==> config.mk <==
export PLATFORM = sky130hd
export DESIGN_NAME = t1ec_top
export DESIGN_NICKNAME = d
export VERILOG_FILES = /design/src/include/t1ec_pkg.sv /design/src/include/t1ec_cnt_if.sv /design/src/hdl/t1ec_sat_counter.sv /design/src/hdl/t1ec_top.sv
export SDC_FILE = /design/constraint.sdc
export NUM_CORES = 1
export LEC_CHECK = 0
export ABC_AREA = 1
export BUFFER_PORTS_ARGS = -buffer_cell sky130_fd_sc_hd__buf_4
export CAP_MARGIN = 15
export CORE_MARGIN = 5
export CORE_UTILIZATION = 25
export DETAILED_ROUTE_END_ITERATION = 10
export HOLD_SLACK_MARGIN = 0.02
export PLACE_DENSITY = 0.53
export SETUP_SLACK_MARGIN = 0.2
export SYNTH_ARGS = -nofsm -noshare
export SYNTH_HDL_FRONTEND = slang
export SYNTH_SLANG_ARGS = --single-unit
==> constraint.sdc <==
create_clock -name clk -period 1.7 [get_ports clk]
set_input_delay 0.51 -clock clk [delete_from_list [all_inputs] [get_ports clk]]
set_output_delay 0.51 -clock clk [all_outputs]
set_load 0.03 [all_outputs]
==> src/include/t1ec_pkg.sv <==
/*
   t1ec_pkg: register offsets, field positions, widths and reset values
   for the receive error counters and the two interrupt mask registers.
   assumes: every user writes package::name, nothing is imported.
*/
`default_nettype none

package t1ec_pkg;

   // register byte offsets on the parallel control port
   localparam logic [7:0] OFS_LINE_HIGH   = 8'h23;
   localparam logic [7:0] OFS_LINE_LOW    = 8'h24;
   localparam logic [7:0] OFS_PATH_SYNC_H = 8'h25;
   localparam logic [7:0] OFS_PATH_LOW    = 8'h26;
   localparam logic [7:0] OFS_SYNC_LOW    = 8'h27;
   localparam logic [7:0] OFS_MASK_SECOND = 8'h6F;
   localparam logic [7:0] OFS_MASK_FIRST  = 8'h6E;

   // counter widths
   localparam int LINE_CNT_W = 16;
   localparam int PATH_CNT_W = 12;
   localparam int SYNC_CNT_W = 12;

   // first mask register bit positions
   localparam int MF_LOOP_UP     = 7;
   localparam int MF_LOOP_DOWN   = 6;
   localparam int MF_TX_CLK_LOST = 5;
   localparam int MF_SLIP        = 4;
   localparam int MF_BLUE        = 3;
   localparam int MF_YELLOW      = 2;
   localparam int MF_CARRIER     = 1;
   localparam int MF_SYNC_LOST   = 0;

   // second mask register bit positions; bit 0 is unassigned
   localparam int MS_RX_MF       = 7;
   localparam int MS_TX_MF       = 6;
   localparam int MS_SECOND      = 5;
   localparam int MS_RX_FULL     = 4;
   localparam int MS_TX_EMPTY    = 3;
   localparam int MS_RX_MATCH    = 2;
   localparam int MS_RX_ABORT    = 1;
   localparam int MS_UNASSIGNED  = 0;

   // values after reset, and the write mask for the second mask register
   localparam logic [7:0] MASK_RESET      = 8'h00;
   localparam logic [7:0] READ_RESET      = 8'h00;
   localparam logic [7:0] SECOND_WR_MASK  = 8'hFE;

endpackage

`default_nettype wire

==> src/include/t1ec_cnt_if.sv <==
/*
   t1ec_cnt_if: link between the top block and one saturating counter.
   assumes: one owner drives inc and tick, the counter drives value.
*/
`timescale 1ns/100ps
`default_nettype none

interface t1ec_cnt_if #(parameter int WIDTH = 16);
   logic             inc;   // one event this cycle
   logic             tick;  // one-second boundary
   logic [WIDTH-1:0] value; // count of the previous second

   modport owner   (output inc, output tick, input value);
   modport counter (input inc, input tick, output value);
endinterface

`default_nettype wire

==> src/hdl/t1ec_sat_counter.sv <==
/*
   t1ec_sat_counter: running saturating count that is moved to a readable
   copy on every one-second boundary.
   assumes: inc and tick are one-cycle pulses synchronous to clk.
*/
`timescale 1ns/100ps
`default_nettype none

module t1ec_sat_counter #(
   parameter int WIDTH = 16
) (
   // clock and reset
   input  wire logic   clk,
   input  wire logic   rst_b,
   // events in, latched count out
   t1ec_cnt_if.counter cnt
);

   localparam logic [WIDTH-1:0] ALL_ONES = {WIDTH{1'b1}};
   localparam logic [WIDTH-1:0] ONE      = {{(WIDTH-1){1'b0}}, 1'b1};
   localparam logic [WIDTH-1:0] ZERO     = {WIDTH{1'b0}};

   logic [WIDTH-1:0] running;
   logic [WIDTH-1:0] latched;
   logic [WIDTH-1:0] next_running;
   logic [WIDTH-1:0] next_latched;

   // an event in the boundary cycle belongs to the new second, never lost
   always_comb
   begin
      next_running = running;
      next_latched = latched;
      if (cnt.tick)
      begin
         next_latched = running;
         next_running = cnt.inc ? ONE : ZERO;
      end
      else if (cnt.inc && running != ALL_ONES)
      begin
         next_running = running + ONE;
      end
   end

   // state registers
   always_ff @(posedge clk)
   begin
      if (!rst_b)
      begin
         running <= ZERO;
         latched <= ZERO;
      end
      else
      begin
         running <= next_running;
         latched <= next_latched;
      end
   end

   assign cnt.value = latched;

endmodule

`default_nettype wire

==> src/hdl/t1ec_top.sv <==
/*
   t1ec_top: receive error counters latched once a second and the two
   interrupt mask registers, reached over a byte-wide parallel port.
   assumes: all inputs synchronous to clk; event inputs are one-cycle
   pulses from the receive framer and line decoder; status flags come
   from the status registers held elsewhere.
*/
// Summary of operation
// first mask: bit per first-status flag, 1 enables, loop-up at bit 7.
// second mask: bits 7..1 gate second-status flags; bit 0 unassigned.
// all three counts move to readable copies at each one-second boundary.
// counters stop at their maximum and never wrap.
// host reads every counter within one second after the tick.
// line violation count is 16 bits, high byte 0x23, low 0x24.
// count bipolar violations, plus zero runs when selected; skip B8ZS words.
// line violation counter runs even while sync is lost.
// path counter: CRC6 errors in ESF; Ft, optionally Fs, errors in D4.
// path counter halts while receive sync is lost.
// path bits 11..8 in low nibble of 0x25, bits 7..0 at 0x26.
// mode bit set: count out-of-sync multiframes, also during sync loss.
// mode bit clear: count Ft or FPS errors, halted during sync loss.
// out-of-sync count 12 bits: 11..8 upper nibble 0x25, 7..0 at 0x27.
// interrupt low while any flag is set with its mask bit at 1.
`timescale 1ns/100ps
`default_nettype none

module t1ec_top #(
   parameter int LINE_W = t1ec_pkg::LINE_CNT_W,
   parameter int PATH_W = t1ec_pkg::PATH_CNT_W,
   parameter int SYNC_W = t1ec_pkg::SYNC_CNT_W
) (
   // clock and reset
   input  wire logic       clk,
   input  wire logic       rst_b,
   // parallel control port
   input  wire logic [7:0] addr,
   input  wire logic       wr_en,
   input  wire logic       rd_en,
   input  wire logic [7:0] wr_data,
   output logic      [7:0] rd_data,
   // configuration bits
   input  wire logic       count_excess_zeros_sel,
   input  wire logic       zero_substitution_enable,
   input  wire logic       framing_format_sel,
   input  wire logic       count_fs_errors_sel,
   input  wire logic       sync_count_mode_sel,
   // receive events
   input  wire logic       one_second_tick,
   input  wire logic       rx_sync_lost,
   input  wire logic       bipolar_violation,
   input  wire logic       b8zs_codeword,
   input  wire logic       zeros16_run,
   input  wire logic       zeros8_run,
   input  wire logic       crc6_error,
   input  wire logic       ft_error,
   input  wire logic       fs_error,
   input  wire logic       fps_error,
   input  wire logic       multiframe_out_of_sync,
   // status flags and interrupt
   input  wire logic [7:0] status_first,
   input  wire logic [7:0] status_second,
   output logic            int_b
);

   // counter links
   t1ec_cnt_if #(.WIDTH(LINE_W)) line_link ();
   t1ec_cnt_if #(.WIDTH(PATH_W)) path_link ();
   t1ec_cnt_if #(.WIDTH(SYNC_W)) sync_link ();

   logic [7:0] interrupt_mask_first;
   logic [7:0] interrupt_mask_second;
   logic [7:0] next_mask_first;
   logic [7:0] next_mask_second;
   logic [7:0] next_rd_data;
   logic       line_event;
   logic       path_event;
   logic       sync_event;
   logic       rd_data_en;
   logic [7:0] int_active;

   // line code violations: a B8ZS codeword carries intended violations,
   // so with substitution on its bipolar violations are dropped; several
   // kinds in one cycle count once since they describe one line event
   always_comb
   begin
      line_event = bipolar_violation
                   && !(zero_substitution_enable && b8zs_codeword);
      if (count_excess_zeros_sel)
      begin
         if (zero_substitution_enable)
         begin
            line_event = line_event || zeros8_run;
         end
         else
         begin
            line_event = line_event || zeros16_run;
         end
      end
   end

   // path violations, gated off during loss of sync
   always_comb
   begin
      if (framing_format_sel)
      begin
         path_event = crc6_error;
      end
      else
      begin
         path_event = ft_error || (count_fs_errors_sel && fs_error);
      end
      if (rx_sync_lost)
      begin
         path_event = 1'b0;
      end
   end

   // out-of-sync multiframes or framing pattern errors
   always_comb
   begin
      if (sync_count_mode_sel)
      begin
         sync_event = multiframe_out_of_sync;
      end
      else if (rx_sync_lost)
      begin
         sync_event = 1'b0;
      end
      else
      begin
         sync_event = framing_format_sel ? fps_error : ft_error;
      end
   end

   // the line counter is never gated by sync loss
   assign line_link.inc  = line_event;
   assign path_link.inc  = path_event;
   assign sync_link.inc  = sync_event;
   assign line_link.tick = one_second_tick;
   assign path_link.tick = one_second_tick;
   assign sync_link.tick = one_second_tick;

   // one saturating counter per error class
   t1ec_sat_counter #(.WIDTH(LINE_W)) u_line_cnt (
      .clk   (clk),
      .rst_b (rst_b),
      .cnt   (line_link.counter)
   );

   t1ec_sat_counter #(.WIDTH(PATH_W)) u_path_cnt (
      .clk   (clk),
      .rst_b (rst_b),
      .cnt   (path_link.counter)
   );

   t1ec_sat_counter #(.WIDTH(SYNC_W)) u_sync_cnt (
      .clk   (clk),
      .rst_b (rst_b),
      .cnt   (sync_link.counter)
   );

   // mask register writes; unassigned bit 0 of the second mask is kept
   // at zero so a careless write cannot leave a phantom enable
   always_comb
   begin
      next_mask_first  = interrupt_mask_first;
      next_mask_second = interrupt_mask_second;
      if (wr_en && addr == t1ec_pkg::OFS_MASK_FIRST)
      begin
         next_mask_first = wr_data;
      end
      if (wr_en && addr == t1ec_pkg::OFS_MASK_SECOND)
      begin
         next_mask_second = wr_data & t1ec_pkg::SECOND_WR_MASK;
      end
   end

   // read mux; unmapped addresses return zero; the host must fetch all
   // bytes before the next tick since reads are not snapshotted
   always_comb
   begin
      rd_data_en   = rd_en;
      next_rd_data = rd_data;
      if (rd_data_en)
      begin
         unique case (addr)
            t1ec_pkg::OFS_LINE_HIGH:
               next_rd_data = line_link.value[15:8];
            t1ec_pkg::OFS_LINE_LOW:
               next_rd_data = line_link.value[7:0];
            t1ec_pkg::OFS_PATH_SYNC_H:
               next_rd_data = {sync_link.value[11:8],
                               path_link.value[11:8]};
            t1ec_pkg::OFS_PATH_LOW:
               next_rd_data = path_link.value[7:0];
            t1ec_pkg::OFS_SYNC_LOW:
               next_rd_data = sync_link.value[7:0];
            t1ec_pkg::OFS_MASK_FIRST:
               next_rd_data = interrupt_mask_first;
            t1ec_pkg::OFS_MASK_SECOND:
               next_rd_data = interrupt_mask_second;
            default:
               next_rd_data = t1ec_pkg::READ_RESET;
         endcase
      end
   end

   // register state
   always_ff @(posedge clk)
   begin
      if (!rst_b)
      begin
         interrupt_mask_first  <= t1ec_pkg::MASK_RESET;
         interrupt_mask_second <= t1ec_pkg::MASK_RESET;
         rd_data               <= t1ec_pkg::READ_RESET;
      end
      else
      begin
         interrupt_mask_first  <= next_mask_first;
         interrupt_mask_second <= next_mask_second;
         rd_data               <= next_rd_data;
      end
   end

   // interrupt: combinational from flags so it follows them with no lag
   assign int_active = (status_first & interrupt_mask_first)
                       | (status_second & interrupt_mask_second);
   assign int_b      = ~|int_active;

endmodule

`default_nettype wire

After elaboration in Yosys (flattened, before gate mapping)
Index checks and enable logic that the tools add are counted.
{ "totals": {"regBits": 103, "input_bits": 52, "output_inout_bits": 9, "elab_cells": 59} }
{ "op_classes": {"n_addsub": 3, "n_eq_ne": 10, "mux": 17, "bitwise_logic": 3, "n_reduce_logical": 17} }
{ "ops": {"columns": ["operator", "count"], "rows": [
  ["8-bit case mux with 7 select lines", 1],
  ["12-bit two-way mux", 4],
  ["8-bit by 6-bit equality test with 1-bit output (second input constant)", 5],
  ["16-bit two-way mux", 2],
  ["12-bit by 1-bit adder with 12-bit output (second input constant)", 2],
  ["12-bit != test (second input constant)", 2],
  ["16-bit by 1-bit adder with 16-bit output (second input constant)", 1],
  ["8-bit AND", 2],
  ["8-bit by 7-bit equality test with 1-bit output (second input constant)", 2],
  ["16-bit != test (second input constant)", 1],
  ["1-bit two-way mux", 10],
  ["1-bit logical AND", 8],
  ["8-bit OR", 1],
  ["8-bit OR reduction", 1],
  ["2-bit nonzero test", 3],
  ["1-bit logical OR", 3],
  ["1-bit logical NOT", 2]
]} }

Logic depth before layout (Yosys ltp)
{ "depth": {"ltp_word": 9, "ltp_mapped": 12, "depth_no_buf": 12} }

Hierarchy
Synthesis repeated with hierarchy kept, for this count alone.
{ "hier_totals": {"cells_unflattened": 801, "hier_area_um2": 5441.5} }
{ "modules_own_cells": {"columns": ["module", "n_inst", "cells_per_inst", "area_each_um2", "seq_area_each_um2"], "rows": [
  ["t1ec_sat_counter at u_path_cnt ...", 2, 151, 1092.3, 480.5],
  ["t1ec_top", 1, 275, 1669.1, 460.4],
  ["t1ec_sat_counter at u_line_cnt", 1, 224, 1587.8, 640.6]
]} }

Worst setup path after synthesis
OpenSTA, ideal clock, no wires.
{ "synth_path": {"kind": "in2out", "from": "input status_second[5]", "to": "output int_b", "t_arrival_ns": 1.633, "t_required_ns": 1.190, "setup_slack_ns": -0.443, "path_stages": 3, "path_buffers": 0, "cell_sequence": "nand2_1 nand4_1 nor4_1"} }
{ "synth_via": {"elab_chain_cells": 4} }
{ "synth_lines": {"columns": ["item", "line_no", "rtl"], "rows": [
  ["start: declaration", "t1ec_top.sv:61", "input wire logic [7:0] status_second,"],
  ["8-bit AND", "t1ec_top.sv:227", "| (status_second & interrupt_mask_second);"],
  ["8-bit OR", "t1ec_top.sv:227", null],
  ["8-bit OR reduction", "t1ec_top.sv:228", "assign int_b = ~|int_active;"],
  ["1-bit logical NOT", "t1ec_top.sv:228", null],
  ["end: declaration", "t1ec_top.sv:62", "output logic int_b"]
]} }
Every way passes these cells.

Worst setup path in the final report
{ "layout_path": {"from": "register interrupt_mask_first[2]", "to": "output int_b"} }
{ "layout_via": {"elab_chain_cells": 4} }
{ "layout_lines": {"columns": ["item", "line_no", "rtl"], "rows": [
  ["start: declaration", "t1ec_top.sv:70", "logic [7:0] interrupt_mask_first;"],
  ["start signal: assignment", "t1ec_top.sv:213", "interrupt_mask_first <= t1ec_pkg::MASK_RESET;"],
  ["start signal: assignment", "t1ec_top.sv:219", "interrupt_mask_first <= next_mask_first;"],
  ["8-bit AND", "t1ec_top.sv:226", "assign int_active = (status_first & interrupt_mask_first)"],
  ["8-bit OR", "t1ec_top.sv:227", null],
  ["8-bit OR reduction", "t1ec_top.sv:228", null],
  ["1-bit logical NOT", "t1ec_top.sv:228", null]
]} }
Every way passes these cells.

==> flow_metrics.py <==
metrics = {
    "layout": {
        "layout-drive-gt1-share": 0.248,
        "instances_no_fill": 1122,
        "syn2layout_area_growth_pct": 30.6,
        "final_common_cell": "nand2_1",
        "nets": 902,
        "antenna_cells": 0,
        "fin_area_um2": 6670,
        "layout_common_cells": "162 x nand2_1, 96 x nor2_1, 94 x buf_4",
        "final_util": 0.331,
    },
    "hold_path": {
        "min_path_cells": 3,
        "hold_start": "wr_data[4]",
        "holdPathEnd": "interrupt_mask_second[4]$_SDFFE_PN0P_",
        "hold_class": "input port to flop",
    },
    "drt": {
        "drtPass1Iterations": 4,
        "wl_um": 13900,
        "wl_per_cell_um": 12.4,
        "dr.first_iter.drc_count": 239,
        "vias": 4932,
        "drc": 0,
        "final_antenna_net_count": 0,
        "routed_via_density": 4.40,
    },
    "worst_setup_path": {
        "crit_fanout": 2,
        "r2r-start": "u_sync_cnt.running[0]$_SDFFE_PN0P_",
        "setup.worst_path.start_class": "flop",
        "r2r_cells": 8,
        "cpMaxStageDelayCell": "dfxtp_2",
        "critPathLaunch": "interrupt_mask_first[2]$_SDFFE_PN0P_",
        "worst-r2r-setup-slack_ns": 0.28,
        "cp.arrival_ns": 1.33,
        "max_stage_delay_ns": 0.32,
        "path_cells": "nand2_1 -> nand4_1 -> nor4_4 -> buf_6",
        "required_ns": 1.19,
        "critical_path_class": "flop to output port",
        "end_kind": "output port",
        "reg2reg_to": "u_sync_cnt.running[11]$_SDFFE_PN0P_",
    },
    "sta": {
        "clock.fmax_mhz": 543,
        "period_share": 1.08,
        "drv_slew": 0,
        "hold_viol": 0,
        "fin_skew_ns": 0.00857,
        "setup_violations": 1,
        "worst_slack_ns": -0.140,
        "timing.hold.ws_ns": 0.432,
        "max_slew_margin": 0.787,
        "rsz0062_at_grt": "true",
        "min_period_ns": 1.84,
        "worst_pin_slew_ns": 0.319,
    },
    "clock_network": {
        "cts.sinks": 103,
        "ctsHoldBuffers": 0,
        "path_clk_slew_ns": 0.07,
        "clockRootBuffer": "clkbuf_16",
        "htree_levels": 3,
        "numCtsBuffers": 9,
        "clockBufferDepth": 2,
        "cts_tree": "done",
        "clk_latency_ns": 0.35,
    },
    "die": {
        "num_io_pins": 61,
        "die_x_um": 153,
        "placeableCoreArea_um2": 20200,
        "die_area_um2": 23400,
        "die_h_um": 153,
        "start_util": 0.253,
        "row_count": 52,
    },
    "grt": {
        "grt_pass1_wl_um": 23200,
        "grt_antenna_before_repair": 0,
        "grt_pass1_vias": 4730,
        "track_usage": 0.120,
        "overflow": 0,
        "grt_max_degree": 56,
    },
    "synthesis": {
        "synth_edf_count": 0,
        "synthArstFlopShare": 0,
        "yosysSeqAreaShare": 0.404,
        "ys_types": 33,
        "yosysWarnings": 0,
        "syn_area_um2": 5100,
        "avgSynthCellArea_um2": 6.72,
        "synth_nets": 815,
        "ys_ff_latch": 103,
        "syn-instance-count": 760,
        "ys.flop_type": "dfxtp_1",
    },
    "placement": {
        "placed_area_um2": 6000,
        "port_buffers": 59,
        "hpwlAfterDp_um": 10300,
        "gp_congestion": 0.835,
        "dp_cells": 1091,
    },
    "power_and_ir_drop": {
        "max-vdd-ir-drop_mv": 0.409,
        "p_total_mw": 5.26,
        "leakage_nw": 2.77,
        "powerDensity_nw_per_um2": 790,
    },
    "run_status": {
        "status": "complete, but fails checks",
        "violations": "negative setup slack",
    },
    "flow_run": {
        "max-cap-violations": 0,
    },
}
## state kept, by name, summed over array words and instances (netlist names)
name	count
interrupt_mask_second	7
u_path_cnt.running	12
u_path_cnt.cnt.value	12
u_sync_cnt.running	12
u_line_cnt.cnt.value	16
interrupt_mask_first	8
rd_data	8
u_sync_cnt.cnt.value	12
u_line_cnt.running	16
## synth_stat cells, drive strengths merged (3+ instances only)
master  instances  share of area
o21ai          71          0.070
nor3           17          0.021
inv            81          0.060
nand4           5         0.0061
nor2          118          0.099
a21oi          64          0.063
nand2         186           0.15
dfxtp         103           0.40
buf            14          0.020
nand3          77          0.080
clkbuf         13         0.0096
ha              3         0.0074
## repair_timing
item,4_1_cts,5_1_grt
setup buffers,5,9
gates resized for setup,11,61
pin swaps,6,18
setup endpoints to repair,20,40
gates cloned,1,0
## routing by layer
metal | GRT usage | part of all wire | up-vias
met5 | 0 | 0 | -
met4 | 0.0305 | 0.0099 | 0
met3 | 0.0277 | 0.037 | 11
met2 | 0.192 | 0.45 | 72
met1 | 0.163 | 0.50 | 2211
li1 | - | - | 2638
## layout make-up
type / instances / area, um2
Timing Repair Buffer: 102 / 813
Clock buffer: 10 / 239
Fill cell: 2201 / 13500
Multi-Input combinational cell: 549 / 2780
Sequential cell: 103 / 2080
Inverter: 82 / 318
Clock inverter: 6 / 93.8
Tap cell: 270 / 338
## worst max path at each step
stage	to	slack, ns	depth (start not counted)
finish	int_b	-0.14	4
global route	int_b	-0.24	4
CTS	int_b	-0.17	4
detailed placement	int_b	-0.12	5
global placement	int_b	-0.12	5
floorplan	int_b	0.02	3
## worst max-delay path: cells and delay by family, from the launching register on
kind | cells | cell delay [ns]
flip-flops | 1 | 0.32
AND/OR/NAND/NOR | 3 | 0.49
buffers and inverters | 1 | 0.16
## through the flow
stage	worst slack (ns)	setup TNS [ns]
after floorplan	0.0151	0
final	-0.140	-0.140
after global routing	-0.241	-0.241
after global placement	-0.118	-0.631
after detailed placement	-0.124	-0.906
after CTS	-0.174	-0.174
## power breakdown
group	switching (mW)	internal, mW	total (mW)	leakage (nW)
Combinational	0.263	0.207	0.471	1.76
Clock	0.952	1.34	2.29	0.159
Sequential	0.0362	2.47	2.50	0.845
Total	1.25	4.01	5.26	2.77
## logic make-up after synthesis
kind of cell | share of synthesized area
AND/OR/NAND/NOR | 0.356
buffers and inverters | 0.0902
flip-flops | 0.404
adder cells (fa/ha/maj) | 0.00736
AO/OA/AOI/OAI | 0.142
Power figures use the tool's default switching activity.
